==> config.mk <==
export PLATFORM = sky130hd
export DESIGN_NAME = sci_regs
export DESIGN_NICKNAME = d
export VERILOG_FILES = /design/src/hw/sci_pkg.sv /design/src/hw/sci_regs.sv
export SDC_FILE = /design/constraint.sdc
export NUM_CORES = 1
export LEC_CHECK = 0
export BUFFER_PORTS_ARGS = -buffer_cell sky130_fd_sc_hd__buf_2
export CAP_MARGIN = 20
export CORE_MARGIN = 3
export CORE_UTILIZATION = 65
export CTS_CLUSTER_SIZE = 40
export DETAILED_ROUTE_END_ITERATION = 7
export PLACE_DENSITY_LB_ADDON = 0.05
export REMOVE_ABC_BUFFERS = 1
export SYNTH_ARGS = -nofsm -noshare
export SYNTH_HDL_FRONTEND = slang
export SYNTH_SLANG_ARGS = --single-unit
export TNS_END_PERCENT = 30
==> constraint.sdc <==
create_clock -name clk_i -period 11.65 [get_ports clk_i]
set_clock_uncertainty 0.1 [all_clocks]
set_input_delay 2.33 -clock clk_i [delete_from_list [all_inputs] [get_ports clk_i]]
set_output_delay 2.33 -clock clk_i [all_outputs]
set_load 0.03 [all_outputs]
==> src/hw/sci_pkg.sv <==
/*
 Constants, register layouts and carrier types for the card interface
 register bank. Assumes a 20 MHz system clock that also serves as the
 master clock from which the card clock is divided.
*/
// Functional notes
// - Register 0 reads status, takes command; command bits 5:4 pick subregister.
// - Status bit 7 shows an active card session.
// - Status bit 6 sets when the card answers too early.
// - Status bit 5 sets when the card stays mute during answer slots.
// - Status bit 4 sets on overload or overheat; clears after status read.
// - Status bit 3 sets on supervisor fault; clears after status read.
// - Status bit 2 sets when clock changes during power-down mode.
// - Status bit 1 sets on insertion or extraction; clears after status read.
// - Status bit 0 shows card presence.
// - Interrupt low while change, overload, mute or early flag pending.
// - Supervisor flag set from power-on; interrupt low while supervisor active.
// - Command bit 7 picks 1.8 V, else bit 2 picks 5/3 V; locked in session.
// - Command bit 6 passes the host I/O line to the card I/O.
// - Command bit 3 selects stop clock and low power; locked in session.
// - Command bit 1 starts warm reset; hardware clears it on mute.
// - Command bit 0 activates only without supervisor fault and with a card.
// - Subregister 00 bit 7 selects test mode.
// - Subregister 00 bit 6 drives reset contact; at start picks async mode.
// - Subregister 00 bits 5 and 4 drive the two auxiliary contacts.
// - Subregister 00 bits 3:2 pick clock stop state; sync mode forces bit 3.
// - Subregister 00 bits 1:0 divide card clock by 1,2,4,5; sync forces 00.
// - Subregister 01 holds early window count, initial value 170.
// - Slave address bit 1 picks register, bit 0 picks read or write.
// - Async mode holds reset low for the 16-bit count of card clocks.
package sci_pkg;
   // Serial slave address, upper five bits fixed
   localparam logic [4:0] SCI_ADDR_HI = 5'h08;
   // Status bit positions
   localparam int SCI_ST_ACTIVE = 7;
   localparam int SCI_ST_EARLY = 6;
   localparam int SCI_ST_MUTE = 5;
   localparam int SCI_ST_OVERLOAD = 4;
   localparam int SCI_ST_SUPERVISOR_FAULT_FLAG = 3;
   localparam int SCI_ST_LOWPOWER_CLOCK_CHANGED = 2;
   localparam int SCI_ST_INSERTION_CHANGE_FLAG = 1;
   localparam int SCI_ST_CARD_INSERTED_FLAG = 0;
   // Command bit positions
   localparam int SCI_CMD_LOWSUP = 7;
   localparam int SCI_CMD_IOEN = 6;
   localparam int SCI_CMD_SUBHI = 5;
   localparam int SCI_CMD_SUBLO = 4;
   localparam int SCI_CMD_STOP = 3;
   localparam int SCI_CMD_HISUP = 2;
   localparam int SCI_CMD_WARM = 1;
   localparam int SCI_CMD_START = 0;
   // Subregister 00 bit positions
   localparam int SCI_CF_TEST = 7;
   localparam int SCI_CF_RSTLVL = 6;
   localparam int SCI_CF_AUX8 = 5;
   localparam int SCI_CF_AUX4 = 4;
   localparam int SCI_CF_STOPHI = 3;
   localparam int SCI_CF_STOPLO = 2;
   // Subregister selectors
   localparam logic [1:0] SCI_SUB_CFG = 2'h0;
   localparam logic [1:0] SCI_SUB_EARLY = 2'h1;
   localparam logic [1:0] SCI_SUB_RCHI = 2'h2;
   localparam logic [1:0] SCI_SUB_RCLO = 2'h3;
   // Reset values
   localparam logic [7:0] SCI_CMD_RST = 8'h00;
   localparam logic [7:0] SCI_CFG_RST = 8'h00;
   localparam logic [7:0] SCI_EARLY_RST = 8'hAA;
   localparam logic [7:0] SCI_RCHI_RST = 8'hA4;
   localparam logic [7:0] SCI_RCLO_RST = 8'h74;
   // Internal oscillator stand-in for the stop/osc-by-two clock choice
   localparam int SCI_OSC_HZ = 2_000_000;
   localparam int SCI_CLK_HZ = 20_000_000;
   localparam logic [3:0] SCI_OSC_HALF =
      4'((SCI_CLK_HZ / SCI_OSC_HZ) / 2);

   typedef enum logic [2:0] {
      SCI_IDLE, SCI_ADDR, SCI_AACK, SCI_WBYTE, SCI_WACK, SCI_RBYTE, SCI_RACK
   } sci_bus_e;

   // Controls handed to the contact sequencer and pads
   typedef struct packed {
      logic low_supply_select;
      logic supply_high_select;
      logic io_passthrough_on;
      logic clock_stop_mode;
      logic warm_reset;
      logic activate;
      logic test_mode;
      logic aux_contact_eight_level;
      logic aux_contact_four_level;
      logic async_mode;
      logic [7:0] early_window_count;
      logic [15:0] reset_count;
   } sci_ctrl_s;
endpackage : sci_pkg

==> src/hw/sci_regs.sv <==
/*
 Register bank of the card interface: serial two-wire slave, status,
 command and subregisters, interrupt, card clock divider and reset
 contact counter. Assumes the sequencer reports session, early and mute
 events on clk_i; card detect and bus pins are asynchronous.
*/
`timescale 1ns/1ns
module sci_regs
   import sci_pkg::*;
(
   input wire logic clk_i, // 20 MHz system clock
   input wire logic sys_rst_i, // Async reset, active high
   input wire logic scl_i, // Serial clock pin
   input wire logic sda_i, // Serial data pin level
   output logic sda_o, // Serial data drive value
   output logic sda_oe_o, // Serial data pull-low enable
   input wire logic address_strap_i, // Address bit 2 strap
   input wire logic card_inserted_i, // Debounced card detect pin
   input wire logic session_active_i, // Sequencer: card active
   input wire logic early_answer_i, // Sequencer: early answer pulse
   input wire logic no_answer_i, // Sequencer: mute pulse
   input wire logic overload_i, // Overload or overheat level
   input wire logic supervisor_fault_i, // Voltage supervisor active
   output sci_ctrl_s ctrl_o, // Controls to sequencer and pads
   output logic card_clk_o, // Card clock contact
   output logic card_rst_o, // Card reset contact
   output logic int_n_o // Interrupt, active low
);

   typedef struct packed {
      logic [2:0] sync_scl;
      logic [2:0] sync_sda;
      logic [2:0] sync_card_inserted_flag;
      logic scl_v;
      logic sda_v;
      logic card_inserted_flag_v;
      logic strap_done;
      logic strap;
      sci_bus_e st;
      logic [3:0] cnt;
      logic [7:0] sh;
      logic rw;
      logic reg_sel;
      logic acked;
      logic rd_stat;
      logic oe;
      logic [7:0] cmd;
      logic [7:0] cfg;
      logic [7:0] early_cnt;
      logic [7:0] rc_hi;
      logic [7:0] rc_lo;
      logic early;
      logic mute;
      logic overload;
      logic supervisor_fault_flag;
      logic lowpower_clock_changed;
      logic insertion_change_flag;
      logic int_pend;
      logic int_n;
      logic async_m;
      logic [2:0] div_cnt;
      logic [3:0] osc_cnt;
      logic cclk;
      logic [15:0] rcnt;
      logic rst_hi;
      logic rst_out;
   } sci_state_s;

   sci_state_s s_q;
   sci_state_s s_d;

   // Read-cleared flag: a new event wins over the clear
   function automatic logic rc_flag(input logic cur, input logic set,
                                    input logic clr);
      rc_flag = set | (cur & ~clr);
   endfunction : rc_flag

   // Card clock half period in system cycles for a divider code
   function automatic logic [2:0] div_cycles(input logic [1:0] code);
      case (code)
         2'h0: div_cycles = 3'h1;
         2'h1: div_cycles = 3'h2;
         2'h2: div_cycles = 3'h4;
         default: div_cycles = 3'h5;
      endcase
   endfunction : div_cycles

   logic scl_n;
   logic sda_n;
   logic rise;
   logic fall;
   logic bus_start;
   logic bus_stop;
   logic rd_clr;
   logic wr_cmd;
   logic wr_sub;
   logic [7:0] status;
   logic [7:0] sub_rd;
   logic [7:0] tx;
   logic start_rise;
   logic warm_rise;
   logic [1:0] stop_sel;
   logic [1:0] div_code;
   logic [2:0] div_lim;
   logic cclk_rise;

   // Next state of the whole bank
   always_comb
   begin
      s_d = s_q;
      rd_clr = 1'b0;
      wr_cmd = 1'b0;
      wr_sub = 1'b0;
      // Pin synchronisers; a level counts once stages two and three agree
      s_d.sync_scl = {s_q.sync_scl[1:0], scl_i};
      s_d.sync_sda = {s_q.sync_sda[1:0], sda_i};
      s_d.sync_card_inserted_flag = {s_q.sync_card_inserted_flag[1:0], card_inserted_i};
      scl_n = (s_q.sync_scl[1] == s_q.sync_scl[2]) ?
              s_q.sync_scl[2] : s_q.scl_v;
      sda_n = (s_q.sync_sda[1] == s_q.sync_sda[2]) ?
              s_q.sync_sda[2] : s_q.sda_v;
      s_d.scl_v = scl_n;
      s_d.sda_v = sda_n;
      if (s_q.sync_card_inserted_flag[1] == s_q.sync_card_inserted_flag[2])
      begin
         s_d.card_inserted_flag_v = s_q.sync_card_inserted_flag[2];
      end
      // Strap caught once after reset release
      if (!s_q.strap_done)
      begin
         s_d.strap = address_strap_i;
         s_d.strap_done = 1'b1;
      end
      rise = scl_n & ~s_q.scl_v;
      fall = ~scl_n & s_q.scl_v;
      bus_start = s_q.scl_v & scl_n & s_q.sda_v & ~sda_n;
      bus_stop = s_q.scl_v & scl_n & ~s_q.sda_v & sda_n;

      // Status byte as seen by the host
      status = 8'h00;
      status[SCI_ST_ACTIVE] = session_active_i;
      status[SCI_ST_EARLY] = s_q.early;
      status[SCI_ST_MUTE] = s_q.mute;
      status[SCI_ST_OVERLOAD] = s_q.overload;
      status[SCI_ST_SUPERVISOR_FAULT_FLAG] = s_q.supervisor_fault_flag;
      status[SCI_ST_LOWPOWER_CLOCK_CHANGED] = s_q.lowpower_clock_changed;
      status[SCI_ST_INSERTION_CHANGE_FLAG] = s_q.insertion_change_flag;
      status[SCI_ST_CARD_INSERTED_FLAG] = s_q.card_inserted_flag_v;
      // Subregister picked by command bits 5:4
      case (s_q.cmd[SCI_CMD_SUBHI:SCI_CMD_SUBLO])
         SCI_SUB_CFG: sub_rd = s_q.cfg;
         SCI_SUB_EARLY: sub_rd = s_q.early_cnt;
         SCI_SUB_RCHI: sub_rd = s_q.rc_hi;
         default: sub_rd = s_q.rc_lo;
      endcase
      tx = s_q.reg_sel ? sub_rd : status;

      // Serial slave; drive changes only after a falling clock edge
      case (s_q.st)
         SCI_IDLE:
         begin
            s_d.oe = 1'b0;
         end
         SCI_ADDR, SCI_WBYTE:
         begin
            if (rise)
            begin
               s_d.sh = {s_q.sh[6:0], sda_n};
               s_d.cnt = s_q.cnt + 4'h1;
            end
            if (fall && s_q.cnt == 4'h8)
            begin
               s_d.cnt = 4'h0;
               if (s_q.st == SCI_WBYTE)
               begin
                  wr_cmd = ~s_q.reg_sel;
                  wr_sub = s_q.reg_sel;
                  s_d.oe = 1'b1;
                  s_d.st = SCI_WACK;
               end
               else if (s_q.sh[7:3] == SCI_ADDR_HI &&
                        s_q.sh[2] == s_q.strap)
               begin
                  s_d.reg_sel = s_q.sh[1];
                  s_d.rw = s_q.sh[0];
                  s_d.oe = 1'b1;
                  s_d.st = SCI_AACK;
               end
               else
               begin
                  s_d.st = SCI_IDLE;
               end
            end
         end
         SCI_AACK:
         begin
            if (fall)
            begin
               if (s_q.rw)
               begin
                  s_d.sh = tx;
                  s_d.oe = ~tx[7];
                  s_d.cnt = 4'h1;
                  s_d.rd_stat = ~s_q.reg_sel;
                  s_d.st = SCI_RBYTE;
               end
               else
               begin
                  s_d.oe = 1'b0;
                  s_d.st = SCI_WBYTE;
               end
            end
         end
         SCI_WACK:
         begin
            if (fall)
            begin
               s_d.oe = 1'b0;
               s_d.st = SCI_WBYTE;
            end
         end
         SCI_RBYTE:
         begin
            if (fall)
            begin
               if (s_q.cnt == 4'h8)
               begin
                  s_d.oe = 1'b0;
                  s_d.acked = 1'b0;
                  s_d.st = SCI_RACK;
               end
               else
               begin
                  s_d.sh = {s_q.sh[6:0], 1'b1};
                  s_d.oe = ~s_q.sh[6];
                  s_d.cnt = s_q.cnt + 4'h1;
               end
            end
         end
         SCI_RACK:
         begin
            // Flags clear once the whole status byte has gone out
            if (rise)
            begin
               rd_clr = s_q.rd_stat;
               s_d.acked = ~sda_n;
               if (sda_n)
               begin
                  s_d.st = SCI_IDLE;
               end
            end
            if (fall && s_q.acked)
            begin
               s_d.sh = tx;
               s_d.oe = ~tx[7];
               s_d.cnt = 4'h1;
               s_d.st = SCI_RBYTE;
            end
         end
         default:
         begin
            s_d.st = SCI_IDLE;
            s_d.oe = 1'b0;
         end
      endcase
      if (bus_start)
      begin
         s_d.st = SCI_ADDR;
         s_d.cnt = 4'h0;
         s_d.oe = 1'b0;
      end
      else if (bus_stop)
      begin
         s_d.st = SCI_IDLE;
         s_d.oe = 1'b0;
      end

      // Command write; supply and stop bits frozen during a session
      if (wr_cmd)
      begin
         s_d.cmd[SCI_CMD_IOEN] = s_q.sh[SCI_CMD_IOEN];
         s_d.cmd[SCI_CMD_SUBHI] = s_q.sh[SCI_CMD_SUBHI];
         s_d.cmd[SCI_CMD_SUBLO] = s_q.sh[SCI_CMD_SUBLO];
         s_d.cmd[SCI_CMD_WARM] = s_q.sh[SCI_CMD_WARM];
         if (!s_q.cmd[SCI_CMD_START])
         begin
            s_d.cmd[SCI_CMD_LOWSUP] = s_q.sh[SCI_CMD_LOWSUP];
            s_d.cmd[SCI_CMD_HISUP] = s_q.sh[SCI_CMD_HISUP];
            s_d.cmd[SCI_CMD_STOP] = s_q.sh[SCI_CMD_STOP];
         end
         s_d.cmd[SCI_CMD_START] = s_q.sh[SCI_CMD_START] &
            (s_q.cmd[SCI_CMD_START] | (~s_q.supervisor_fault_flag & s_q.card_inserted_flag_v));
      end
      else if (no_answer_i)
      begin
         s_d.cmd[SCI_CMD_WARM] = 1'b0;
      end
      // Subregister write through the selector
      if (wr_sub)
      begin
         case (s_q.cmd[SCI_CMD_SUBHI:SCI_CMD_SUBLO])
            SCI_SUB_CFG: s_d.cfg = s_q.sh;
            SCI_SUB_EARLY: s_d.early_cnt = s_q.sh;
            SCI_SUB_RCHI: s_d.rc_hi = s_q.sh;
            default: s_d.rc_lo = s_q.sh;
         endcase
      end
      start_rise = s_d.cmd[SCI_CMD_START] & ~s_q.cmd[SCI_CMD_START];
      warm_rise = s_d.cmd[SCI_CMD_WARM] & ~s_q.cmd[SCI_CMD_WARM];

      // Status flags; answer flags rearm with each activation
      s_d.early = early_answer_i | (s_q.early & ~start_rise);
      s_d.mute = no_answer_i | (s_q.mute & ~start_rise);
      s_d.overload = rc_flag(s_q.overload,
         overload_i & session_active_i, rd_clr);
      s_d.supervisor_fault_flag = rc_flag(s_q.supervisor_fault_flag, supervisor_fault_i, rd_clr);
      s_d.lowpower_clock_changed = (wr_sub && s_q.cmd[SCI_CMD_STOP] &&
         s_q.cmd[SCI_CMD_SUBHI:SCI_CMD_SUBLO] == SCI_SUB_CFG &&
         s_q.sh[SCI_CF_STOPHI:SCI_CF_STOPLO] !=
         s_q.cfg[SCI_CF_STOPHI:SCI_CF_STOPLO]) |
         (s_q.lowpower_clock_changed & ~start_rise);
      s_d.insertion_change_flag = rc_flag(s_q.insertion_change_flag,
         s_d.card_inserted_flag_v ^ s_q.card_inserted_flag_v, rd_clr);
      // Pending interrupt survives until a status read completes
      s_d.int_pend = rc_flag(s_q.int_pend,
         (s_d.card_inserted_flag_v ^ s_q.card_inserted_flag_v) | (overload_i & session_active_i) |
         no_answer_i | early_answer_i, rd_clr);
      s_d.int_n = ~(s_d.int_pend | supervisor_fault_i);

      // Management mode fixed at activation by the reset level bit
      if (start_rise)
      begin
         s_d.async_m = s_q.cfg[SCI_CF_RSTLVL];
      end
      stop_sel = s_q.async_m ? s_q.cfg[SCI_CF_STOPHI:SCI_CF_STOPLO] :
                 {1'b0, s_q.cfg[SCI_CF_STOPLO]};
      div_code = s_q.async_m ? s_q.cfg[1:0] : 2'h0;
      div_lim = div_cycles(div_code);

      // Card clock; base is the system clock, so divide 1 is clk/2
      if (!session_active_i)
      begin
         s_d.cclk = 1'b0;
         s_d.div_cnt = 3'h0;
      end
      else if (s_q.cmd[SCI_CMD_STOP])
      begin
         case (stop_sel)
            2'h0: s_d.cclk = 1'b0;
            2'h1: s_d.cclk = 1'b1;
            2'h2:
            begin
               if (s_q.osc_cnt >= SCI_OSC_HALF - 4'h1)
               begin
                  s_d.osc_cnt = 4'h0;
                  s_d.cclk = ~s_q.cclk;
               end
               else
               begin
                  s_d.osc_cnt = s_q.osc_cnt + 4'h1;
               end
            end
            default: s_d.cclk = s_q.cclk;
         endcase
      end
      else if (s_q.div_cnt + 3'h1 >= div_lim)
      begin
         s_d.div_cnt = 3'h0;
         s_d.cclk = ~s_q.cclk;
      end
      else
      begin
         s_d.div_cnt = s_q.div_cnt + 3'h1;
      end
      cclk_rise = s_d.cclk & ~s_q.cclk;

      // Reset contact: async mode holds it low for the programmed card clock count, sync mode drives the reset level bit
      if (start_rise || warm_rise)
      begin
         s_d.rcnt = 16'h0000;
         s_d.rst_hi = 1'b0;
      end
      else if (s_q.rcnt >= {s_q.rc_hi, s_q.rc_lo})
      begin
         s_d.rst_hi = 1'b1;
      end
      else if (cclk_rise)
      begin
         s_d.rcnt = s_q.rcnt + 16'h0001;
      end
      if (!session_active_i)
      begin
         s_d.rst_out = 1'b0;
      end
      else
      begin
         s_d.rst_out = s_q.async_m ? s_q.rst_hi :
                       s_q.cfg[SCI_CF_RSTLVL];
      end
   end

   // State register; supervisor flag and interrupt set from power-on
   always_ff @(posedge clk_i or posedge sys_rst_i)
   begin
      if (sys_rst_i)
      begin
         s_q <= '0;
         s_q.sync_scl <= 3'h7;
         s_q.sync_sda <= 3'h7;
         s_q.scl_v <= 1'b1;
         s_q.sda_v <= 1'b1;
         s_q.st <= SCI_IDLE;
         s_q.cmd <= SCI_CMD_RST;
         s_q.cfg <= SCI_CFG_RST;
         s_q.early_cnt <= SCI_EARLY_RST;
         s_q.rc_hi <= SCI_RCHI_RST;
         s_q.rc_lo <= SCI_RCLO_RST;
         s_q.supervisor_fault_flag <= 1'b1;
         s_q.int_n <= 1'b0;
      end
      else
      begin
         s_q <= s_d;
      end
   end

   // Outputs, all from state flip-flops except sda_o, which is a constant 0
   assign sda_o = 1'b0; // Open drain: only ever pulls low
   assign sda_oe_o = s_q.oe;
   assign card_clk_o = s_q.cclk;
   assign card_rst_o = s_q.rst_out;
   assign int_n_o = s_q.int_n;
   assign ctrl_o.low_supply_select = s_q.cmd[SCI_CMD_LOWSUP];
   assign ctrl_o.supply_high_select = s_q.cmd[SCI_CMD_HISUP];
   assign ctrl_o.io_passthrough_on = s_q.cmd[SCI_CMD_IOEN];
   assign ctrl_o.clock_stop_mode = s_q.cmd[SCI_CMD_STOP];
   assign ctrl_o.warm_reset = s_q.cmd[SCI_CMD_WARM];
   assign ctrl_o.activate = s_q.cmd[SCI_CMD_START];
   assign ctrl_o.test_mode = s_q.cfg[SCI_CF_TEST];
   assign ctrl_o.aux_contact_eight_level = s_q.cfg[SCI_CF_AUX8];
   assign ctrl_o.aux_contact_four_level = s_q.cfg[SCI_CF_AUX4];
   assign ctrl_o.async_mode = s_q.async_m;
   assign ctrl_o.early_window_count = s_q.early_cnt;
   assign ctrl_o.reset_count = {s_q.rc_hi, s_q.rc_lo};
endmodule : sci_regs

==> impl_summary.txt, run 1 <==
----------------------------------------------------
[CTS]
  Max clock buf depth ... 2
  Number of buffers inserted by post-CTS setup repair ... 0
  Number of levels in the clock H-tree ... 3
  Number of buffers created by CTS ... 9
  CTS Sinks ... 109
  CTS hold repair buffers ... 0
  Clk_lat worst skew ... 0.39 ns
  Post-CTS sizing ... 0
  Root buffer selected by CTS ... sky130_fd_sc_hd__clkbuf_8
  Clock tree from TritonCTS ... built
  Clock-pin slew reported for the worst setup and hold paths after clock tree synthesis ... 0.11 ns

[Routing]
  Remaining DRCs ... 0
  Initial detailed-routing violation count ... 383
  Detailed-router iteration count before antenna repair ... 5
  Final Routed Wirelength ... 13.4 mm
  Via count of the routed design ... 4509
  Antenna viol nets, final ... 0
  Detail-routed via count per cell ... 6.22
  Post-DR wirelength/cell ... 18.4 um

[Global routing]
  Via count of the first global-routing pass ... 4217
  Pin count of the biggest net entering global routing ... 56
  Number of antenna violations at the first check in global routing ... 0
  Global-route wire length before repair ... about 22 mm
  Global-route usage over all layers ... 27.1%
  Total grt overflow ... 0

[Logic synthesis]
  Post-synthesis register bit count ... 109
  Number of library cell types mapped by synthesis ... 77
  Mapped Avg Cell Area ... 10.4 um2
  Post-synth EDFFs ... 0
  Post-synth ARST share ... 100%
  Synth warnings ... 0
  Main flop type after synthesis ... sky130_fd_sc_hd__dfrtp_1
  Leading area contributor after synthesis ... sky130_fd_sc_hd__dfrtp_1
  Post-synthesis instance area ... 6160 um2
  Fraction of post-synthesis cell area in the top cell type by area ... 36.2%
  Count of mapped cells out of synthesis ... 593
  Sequential share of the synthesized area ... approximately 45%
  Cell types with the largest area share after synthesis ... sky130_fd_sc_hd__dfrtp_1 36%, sky130_fd_sc_hd__dfstp_2 8.5%, sky130_fd_sc_hd__mux2_2 6.9%

[Worst hold path]
  Hold path depth ... 0
  Start point of the worst min-delay path ... s_d[107]$_DFF_PP1_
  Worst hold path class ... flip-flop to flip-flop
  Worst hold path endpoint ... s_d[108]$_DFF_PP1_

[Critical path]
  Critical Path RT ... 11.87 ns
  Setup Crit Path Kind ... primary input to flip-flop
  Startpoint of the lowest-slack register-to-register path ... ctrl_o[24]$_DFFE_PP0P_
  Cells along the critical path ... buf_2, nor2b_1, o2111ai_2, a2111oi_4, or3b_1, a21oi_2
  Buffers & Inverters on Critical Path ... 1
  Element type at the critical path end ... flip-flop
  Destination of the worst register-to-register timing path ... s_q[16]$_DFFE_PP0P_
  Reg-to-reg setup timing slack ... around 8.5 ns
  CP max FO ... 10
  Slowest library cell on the worst path ... sky130_fd_sc_hd__a2111oi_4
  Largest delay share family, worst path ... compound AO/OA/AOI/OAI gates
  Kind of launch point of the worst setup path ... primary input
  Peak per-stage delay on the critical path ... roughly 0.52 ns
  Data arrival time of the worst path ... about 4.1 ns
  Depth of the worst register-to-register path ... 9

[STA]
  RSZ-0062 raised after global routing ... no
  Setup-failing EPs final ... 0
  Fin Hold WS ... 0.262 ns
  Worst-margin pin slew ... 0.888 ns
  Count of pins over their slew limit ... 0
  Min Tclk post-route ... 3.92 ns
  Slew margin rel. ... between 40 and 50%
  Final Cycle Share ... around a third
  Final TNS setup ... 0 ns
  Maximum clock frequency ... around 0.25 GHz
  Hold Vio Cnt, Final ... 0

[Floorplanning]
  Core region area ... roughly 9000 um2
  Effective utilization at floorplan ... 68.6%
  Row cnt ... 34
  Boundary pin count ... 50
  DIE WIDTH ... slightly above 100 um
  Area of the die ... 10700 um2
  Die height ... 103 um

[Placement]
  Port Buffer Count ... 48
  Detailed Place HPWL ... 9.57 mm
  Placed cell count ... 707
  Last weighted congestion value of the routability-driven placer ... between 0.9 and 1
  Total cell area at the placement stage ... 6200 um2

[Cells and area]
  Diode insertion count for antenna repair ... 0
  Number of cells in the finished layout apart from fillers ... 725
  Post-layout instance area ... 6390 um2
  Area growth, synth to finish ... 3.76%
  Post-layout net count ... 630
  Final core utilization ... between 70% and 80%
  Fraction of layout cells with a size suffix above 1 ... 26.2%

[Power]
  Leak Pwr ... approximately 2.9 nW
  Maximum vdd ir drop ... between 100 and 150 uV
  Power density over the cells ... around 100 nW/um2

[Run]
  Max capacitance violation total ... 0

[Status]
  Run status ... complete, no violations

----------------------------------------------------
[report_power, final]
part / total (mW) / internal, mW / switching (mW)
registers: 0.401 / 0.389 / 0.0123
logic: 0.0395 / 0.0124 / 0.0271
clock network: 0.218 / 0.0809 / 0.137
total: 0.659 / 0.482 / 0.177
[how the worst max path moves through the flow]
stage                     slack (ns)  depth (start not counted)                    to             start
after CTS                       7.74                          6   s_q[16]$_DFFE_PP0P_  session_active_i
after floorplan                 6.38                          1  card_clk_o$_DFF_PP0_         sys_rst_i
final                           7.73                          6   s_q[16]$_DFFE_PP0P_  session_active_i
after global placement          7.44                          6   s_q[16]$_DFFE_PP0P_  session_active_i
after global routing            7.64                          6   s_q[16]$_DFFE_PP0P_  session_active_i
after detailed placement        7.31                          6   s_q[16]$_DFFE_PP0P_  session_active_i
[area by class of cell]
cell class                      instances  area, um2
Multi-Input combinational cell        394       2930
Clock buffer                            9        124
Sequential cell                       109       2750
Inverter                               28        108
Clock inverter                          7       52.6
Timing Repair Buffer                   52        268
Tap cell                              126        158
Fill cell                             669       2580
[cell families after synthesis]
kind of cell | Yosys count | synth area share, %
compound gates | 135 | 14.7
mux | 56 | 11.5
simple gates | 170 | 15.2
buf+inv | 90 | 7.86
xor+xnor | 5 | 0.711
other cells | 2 | 0.122
fa+ha+maj | 26 | 5.24
flops | 109 | 44.7
[cell usage in the layout (no fill, tap or decap), types with 6 or more instances in the layout]
cell type / Yosys / routed
sky130_fd_sc_hd__nand3_1: 8 / 8
sky130_fd_sc_hd__mux4_2: 8 / 8
sky130_fd_sc_hd__o21ai_0: 31 / 31
sky130_fd_sc_hd__o31ai_1: 11 / 11
sky130_fd_sc_hd__mux2_2: 38 / 38
sky130_fd_sc_hd__dfstp_2: 20 / 20
sky130_fd_sc_hd__nand2_1: 49 / 49
sky130_fd_sc_hd__inv_1: 28 / 27
sky130_fd_sc_hd__nor2_1: 36 / 36
sky130_fd_sc_hd__ha_1: 25 / 25
sky130_fd_sc_hd__nand4_1: 8 / 8
sky130_fd_sc_hd__buf_2: 5 / 48
sky130_fd_sc_hd__dfrtp_1: 89 / 89
sky130_fd_sc_hd__clkbuf_8: 0 / 9
sky130_fd_sc_hd__and2_1: 6 / 6
sky130_fd_sc_hd__mux2i_1: 10 / 10
sky130_fd_sc_hd__a21o_1: 8 / 8
sky130_fd_sc_hd__or4_1: 8 / 8
sky130_fd_sc_hd__nor2b_1: 9 / 9
sky130_fd_sc_hd__a21oi_1: 40 / 40
[Yosys cell counts, types with 6 or more instances]
cell                       number
sky130_fd_sc_hd__a21o_1         8
sky130_fd_sc_hd__a21oi_1       40
sky130_fd_sc_hd__and2_1         6
sky130_fd_sc_hd__buf_4         35
sky130_fd_sc_hd__clkbuf_1      19
sky130_fd_sc_hd__dfrtp_1       89
sky130_fd_sc_hd__dfstp_2       20
sky130_fd_sc_hd__ha_1          25
sky130_fd_sc_hd__inv_1         28
sky130_fd_sc_hd__mux2_2        38
sky130_fd_sc_hd__mux2i_1       10
sky130_fd_sc_hd__mux4_2         8
sky130_fd_sc_hd__nand2_1       49
sky130_fd_sc_hd__nand3_1        8
sky130_fd_sc_hd__nand4_1        8
sky130_fd_sc_hd__nor2_1        36
sky130_fd_sc_hd__nor2b_1        9
sky130_fd_sc_hd__o21ai_0       31
sky130_fd_sc_hd__o31ai_1       11
sky130_fd_sc_hd__or4_1          8
[state kept, by name, indices dropped and copies added (netlist names)]
name and count:
sda_oe_o 1, ctrl_o 34, int_n_o 1, s_d 6, card_rst_o 1, s_q 65
card_clk_o 1
[through the flow]
stage / total power, mW / worst slack [ns]
after floorplan: 0.430 / 6.38
after global placement: 0.444 / 7.44
after detailed placement: 0.447 / 7.31
after CTS: 0.664 / 7.74
after global routing: 0.686 / 7.64
final: 0.659 / 7.73
[per-layer routing]
layer	routed length [um]	part of all wire, %	global-route usage, %	vias up
met1	6200	46	41.1	2207
met2	6080	45	39.6	168
met3	989	7.4	5.70	13
met4	112	0.84	7.47	0
li1	-	-	-	2121
met5	0	0	0	-
(Power assumes the default switching activity.)
==> inputs of run 2 (changes only) <==
CORE_UTILIZATION = 60   (was 65)
clock period = 4 ns   (was 11.65 ns; I/O delays follow)
==> run 2 against run 1 <==
Against the previous run: combinational power rose to 2.9 times the previous value; register-to-register slack worse by 7.6 ns; clock power rose to 3.3 times the previous value; sequential share of layout area down 0.41 points; non-clock buffer count unchanged; worst setup slack worse by 6.8 ns; final cell count up 0.97%; wire length up 2.2%; via count down 0.49%; first-iteration DRC count up 28%; critical path type is now flip-flop to flip-flop; largest power group unchanged.
==> impl_summary.txt, run 2 (synthesis results as in run 1) <==
----------------------------------------------------
[Status]
  Run status ... complete, no violations

[Power]
  Power density over the cells ... 311 nW/um2
  Leak Pwr ... 2.90 nW
  Maximum vdd ir drop ... 354 uV

[Floorplanning]
  DIE WIDTH ... 107 um
  Row cnt ... 36
  Boundary pin count ... 50
  Area of the die ... around 12000 um2
  Effective utilization at floorplan ... a little over three fifths
  Die height ... roughly 110 um
  Core region area ... 9860 um2

[STA]
  Setup-failing EPs final ... 0
  Fin Hold WS ... about 0.26 ns
  Slew margin rel. ... 35.6%
  RSZ-0062 raised after global routing ... no
  Maximum clock frequency ... ~0.32 GHz
  Hold Vio Cnt, Final ... 0
  Min Tclk post-route ... 3.10 ns
  Worst-margin pin slew ... 0.967 ns
  Final Cycle Share ... 77.4%
  Count of pins over their slew limit ... 0
  Final TNS setup ... 0 ns

[Cells and area]
  Most flop-heavy register ... s_q
  Post-layout instance area ... 6450 um2
  Post-layout net count ... 630
  Filler cell count ... 786
  Max reg flops ... between 60 and 70
  Most common cell after layout, fill and taps aside ... sky130_fd_sc_hd__dfrtp_1
  Diode insertion count for antenna repair ... 0
  Final core utilization ... 65.4%
  Area growth, synth to finish ... 4.75%
  Fraction of layout cells with a size suffix above 1 ... 26.2%
  Leading cell types in the layout, fill and taps excluded ... 89 x sky130_fd_sc_hd__dfrtp_1, 49 x sky130_fd_sc_hd__nand2_1, 48 x sky130_fd_sc_hd__buf_2, 40 x sky130_fd_sc_hd__a21oi_1, 38 x sky130_fd_sc_hd__mux2_2

[CTS]
  Max clock buf depth ... 2
  Clock tree from TritonCTS ... built
  CTS Sinks ... 109
  Clock-pin slew reported for the worst setup and hold paths after clock tree synthesis ... 0.10 ns
  Root buffer selected by CTS ... sky130_fd_sc_hd__clkbuf_8
  Post-CTS sizing ... 0
  CTS hold repair buffers ... 0
  Number of buffers created by CTS ... 9
  Number of levels in the clock H-tree ... 3
  Clk_lat worst skew ... 0.39 ns
  Number of buffers inserted by post-CTS setup repair ... 0

[Global routing]
  GRT met2 Usage ... 38.0%
  Global-route wire length before repair ... about 23 mm
  Layer with the highest usage ... met2
  Global-route usage over all layers ... 25.3%
  Met3 layer usage reported by global route ... about 6.2%
  Pin count of the biggest net entering global routing ... 80
  Number of antenna violations at the first check in global routing ... 0
  Via count of the first global-routing pass ... about 4300
  Met1 Resource Use GR ... 37.4%
  Total grt overflow ... 0

[Critical path]
  Setup Crit Path Kind ... flip-flop to flip-flop
  Largest delay share family, worst path ... compound AO/OA/AOI/OAI gates
  Peak per-stage delay on the critical path ... 0.51 ns
  Count of cell instances traversed by the critical path ... 9
  Depth of the worst register-to-register path ... 9
  Slowest library cell on the worst path ... sky130_fd_sc_hd__a2111oi_4
  Cells along the critical path ... and2_1, ha_1, ha_1, nor2b_1, o21ai_2, o2111ai_2, a2111oi_4, or3b_1, a21oi_2
  CP max FO ... 8
  Data arrival time of the worst path ... 3.31 ns
  Critical Path RT ... 4.22 ns
  Buffers & Inverters on Critical Path ... 0
  Most frequent CP cell ... sky130_fd_sc_hd__ha_1
  Element type at the critical path end ... flip-flop
  Kind of launch point of the worst setup path ... flip-flop

[Routing]
  Detail-routed via count per cell ... 6.13
  Via count of the routed design ... 4487
  Post-DR wirelength/cell ... 18.7 um
  Final Routed Wirelength ... 13.7 mm
  Remaining DRCs ... 0
  Detailed-router iteration count before antenna repair ... 7
  Antenna viol nets, final ... 0
  Initial detailed-routing violation count ... 489

[Run]
  Max capacitance violation total ... 0

[Placement]
  Last weighted congestion value of the routability-driven placer ... 0.862
  Detailed Place HPWL ... 9.80 mm
  Port Buffer Count ... 48
  Total cell area at the placement stage ... 6230 um2

[Worst hold path]
  Hold path depth ... 0
  Worst hold path class ... flip-flop to flip-flop

----------------------------------------------------
==> run 2: changes by cell type in the layout (fill, tap and decap cells not counted), sizes merged <==
cell      before  now
bufinv         0    1
clkinv         1    3
clkinvlp       0    1
buf           51   52
inv           34   29
==> run 2: where the power goes <==
part	internal, mW	leakage (nW)	total, mW	switching, mW
registers	1.13	1.39	1.17	0.0382
clock network	0.331	0.108	0.724	0.393
logic	0.0363	1.40	0.114	0.0780
total	1.50	2.90	2.01	0.509
==> run 2: final cells by class <==
cell class              count  area (um2)  area share [%]
inverters                  28         108            1.67
flip-flops and latches    109        2750            42.7
clock buffers              10         149            2.31
well taps                 133         166            2.58
clock inverters             6        68.8            1.07
multi-input cells         394        2940            45.5
repair buffers             52         270            4.19
==> run 2: path summary, 6_finish.rpt <==
path                                        start                     end  slack (ns)
max in group asynchronous               sys_rst_i   ctrl_o[4]$_DFFE_PP1P_        2.41
min reg2reg                    s_d[104]$_DFF_PP1_      s_d[105]$_DFF_PP1_        0.26
min in group asynchronous               sys_rst_i  ctrl_o[31]$_DFFE_PP0P_        0.53
max                        ctrl_o[24]$_DFFE_PP0P_     s_q[16]$_DFFE_PP0P_        0.90
min                            s_d[104]$_DFF_PP1_      s_d[105]$_DFF_PP1_        0.26
max reg2reg                ctrl_o[24]$_DFFE_PP0P_     s_q[16]$_DFFE_PP0P_        0.90
==> run 2: routing by layer <==
layer / part of all wire (%) / up-vias
li1: - / 2120
met1: 48 / 2200
met2: 45 / 148
met3: 6.1 / 19
met4: 1.1 / 0
met5: 0 / -
==> run 2: worst register-to-register path: stages (launching register included) <==
cell                        delay (ns)
sky130_fd_sc_hd__dfrtp_1          0.47
sky130_fd_sc_hd__and2_1           0.18
sky130_fd_sc_hd__ha_1             0.29
sky130_fd_sc_hd__ha_1             0.27
sky130_fd_sc_hd__nor2b_1          0.05
sky130_fd_sc_hd__o21ai_2          0.30
sky130_fd_sc_hd__o2111ai_2        0.30
sky130_fd_sc_hd__a2111oi_4        0.51
sky130_fd_sc_hd__or3b_1           0.41
sky130_fd_sc_hd__a21oi_2          0.15
==> run 2: through the flow <==
stage,total power [mW],instances,setup WS (ns)
after floorplan,1.25,531,0.259
after global placement,1.30,715,1.06
after detailed placement,1.30,715,0.928
after CTS,2.03,731,0.916
after global routing,2.10,732,0.726
final,2.01,732,0.904
==> inputs of run 3 (changes only) <==
clock period = 2.9 ns   (was 4 ns; I/O delays follow)
==> run 3 against run 2 <==
Against the previous run: final area grew 2.1%; combinational power grew 39%; sequential cell count is the same; core utilization grew 1.3 points; sequential power grew 38%; largest power group unchanged; clock-buffer cell count shrank 1.
==> impl_summary.txt, run 3 (synthesis results as in run 1) <==
----------------------------------------------------
[Routing]
  Final Routed Wirelength ... 13.9 mm
  Detailed-router iteration count before antenna repair ... 5
  Routed wire length on met3 ... about 1000 um
  Highest routed layer ... met4
  Detail-routed via count per cell ... 6.07
  Antenna viol nets, final ... 0
  Wire length on met1 ... 6.49 mm
  Via count of the routed design ... 4550
  Remaining DRCs ... 0
  Met2 routed WL ... 6.31 mm
  Initial detailed-routing violation count ... 409
  Post-DR wirelength/cell ... about 19 um

[Cells and area]
  Most flop-heavy register ... s_q
  Max reg flops ... 65
  Diode insertion count for antenna repair ... 0
  Area growth, synth to finish ... 6.91%
  Most common cell after layout, fill and taps aside ... sky130_fd_sc_hd__dfrtp_1
  Post-layout net count ... 647
  Leading cell types in the layout, fill and taps excluded ... 89 x sky130_fd_sc_hd__dfrtp_1, 49 x sky130_fd_sc_hd__nand2_1, 48 x sky130_fd_sc_hd__buf_2, 39 x sky130_fd_sc_hd__a21oi_1, 38 x sky130_fd_sc_hd__mux2_2
  Number of cells in the finished layout apart from fillers ... about 750
  Final core utilization ... 66.8%
  Seq. cell area ... approximately 2800 um2
  Post-layout instance area ... 6590 um2
  Filler cell count ... between 700 and 800
  Multi-input gate area in the final layout ... 2960 um2
  Fraction of layout cells with a size suffix above 1 ... 28.7%

[Floorplanning]
  Row cnt ... 36
  DIE WIDTH ... 107 um
  Core region area ... 9860 um2
  Area of the die ... approximately 12000 um2
  Effective utilization at floorplan ... 62.4%
  Boundary pin count ... 50
  Die height ... 107 um

[STA]
  Worst-margin pin slew ... about 0.62 ns
  Fin Hold WS ... 0.133 ns
  Maximum clock frequency ... roughly 0.36 GHz
  Setup-failing EPs final ... 0
  Post-route worst setup slack ... between 0.08 and 0.09 ns
  Final TNS setup ... 0 ns
  Hold Vio Cnt, Final ... 0
  Slew margin rel. ... 58.1%
  RSZ-0062 raised after global routing ... no
  Min Tclk post-route ... 2.81 ns
  Final Cycle Share ... a little over nine tenths
  Count of pins over their slew limit ... 0

[CTS]
  Clock-pin slew reported for the worst setup and hold paths after clock tree synthesis ... 0.11 ns
  Clock tree from TritonCTS ... built
  Number of buffers created by CTS ... 9
  CTS hold repair buffers ... 0
  Max clock buf depth ... 2
  Number of levels in the clock H-tree ... 3
  Clk_lat worst skew ... 0.39 ns
  Root buffer selected by CTS ... sky130_fd_sc_hd__clkbuf_8
  CTS Sinks ... 109

[Global routing]
  Pin count of the biggest net entering global routing ... 45
  Total grt overflow ... 0
  Global-route usage over all layers ... 25.8%
  Via count of the first global-routing pass ... around 4400
  Number of antenna violations at the first check in global routing ... 0
  Global-route wire length before repair ... 22.8 mm

[Critical path]
  Reg-to-reg setup timing slack ... 0.09 ns
  Data arrival time of the worst path ... 3.04 ns
  Destination of the worst register-to-register timing path ... s_q[11]$_DFFE_PP0P_
  CP max FO ... 13
  CP Launch Point ... ctrl_o[13]$_DFFE_PP1P_
  Element type at the critical path end ... flip-flop
  Worst setup path endpoint ... s_q[11]$_DFFE_PP0P_
  Critical Path RT ... 3.13 ns
  Startpoint of the lowest-slack register-to-register path ... ctrl_o[13]$_DFFE_PP1P_
  Depth of the worst register-to-register path ... 8
  Setup Crit Path Kind ... flip-flop to flip-flop
  Kind of launch point of the worst setup path ... flip-flop

[Placement]
  Port Buffer Count ... between 40 and 50
  Pre-CTS setup slack ... about 0.019 ns
  Last weighted congestion value of the routability-driven placer ... 0.898
  Detailed Place HPWL ... approximately 10 mm
  Placed cell count ... 732
  Total cell area at the placement stage ... 6360 um2

[Power]
  Power density over the cells ... between 400 and 500 nW/um2
  Post-route total power ... ~2.7 mW
  Leak Pwr ... 2.99 nW
  Maximum vdd ir drop ... 544 uV

[Run]
  Max capacitance violation total ... 0

[Worst hold path]
  Worst hold path class ... primary input to async pin

[Status]
  Run status ... complete, no violations

----------------------------------------------------
## run 3: layer usage
metal	up-vias	track usage, %
li1	2149	-
met1	2237	37.5
met2	151	38.3
met3	13	6.54
met4	0	7.76
met5	-	0
## run 3: layout make-up
cell class,instances,area share [%]
repair buffers,68,6.12
well taps,133,2.53
clock buffers,9,1.88
inverters,28,1.63
clock inverters,7,1.12
flip-flops and latches,109,41.8
multi-input cells,395,44.9
## run 3: critical path, cell delays in order (launching register included)
cell                       delay [ns]
sky130_fd_sc_hd__dfstp_2         0.58
sky130_fd_sc_hd__inv_1           0.05
sky130_fd_sc_hd__ha_1            0.30
sky130_fd_sc_hd__and4_4          0.20
sky130_fd_sc_hd__nor3b_1         0.13
sky130_fd_sc_hd__a2111o_1        0.44
sky130_fd_sc_hd__a21o_4          0.27
sky130_fd_sc_hd__or4_1           0.51
sky130_fd_sc_hd__a21oi_1         0.16
## run 3: power breakdown
group	switching [mW]	leakage (nW)	internal, mW
clock network	0.542	0.0996	0.402
logic	0.106	1.49	0.0525
registers	0.0507	1.39	1.56
total	0.699	2.99	2.02
## run 3: worst min path at each step
stage                       start                endpoint  slack [ns]  cells past startpoint
2_1_floorplan  s_d[101]$_DFF_PP0_      s_d[102]$_DFF_PP0_        0.23                      0
3_3_place_gp   s_d[101]$_DFF_PP0_      s_d[102]$_DFF_PP0_        0.24                      0
3_5_place_dp   s_d[107]$_DFF_PP1_      s_d[108]$_DFF_PP1_        0.25                      0
4_1_cts                 sys_rst_i  ctrl_o[31]$_DFFE_PP0P_        0.14                      2
5_1_grt                 sys_rst_i       s_q[96]$_DFF_PP0_        0.15                      2
6_report                sys_rst_i     s_q[95]$_DFFE_PP0N_        0.13                      2
## run 3: repair_timing
| item | in CTS | in global routing |
|---|---|---|
| buffers inserted | 0 | 0 |
| endpoints found under the hold margin | 0 | 0 |
| pin swaps | 0 | 1 |
| setup endpoints to repair | 4 | 4 |
| cloned | 0 | 1 |
| resized for setup | 1 | 3 |
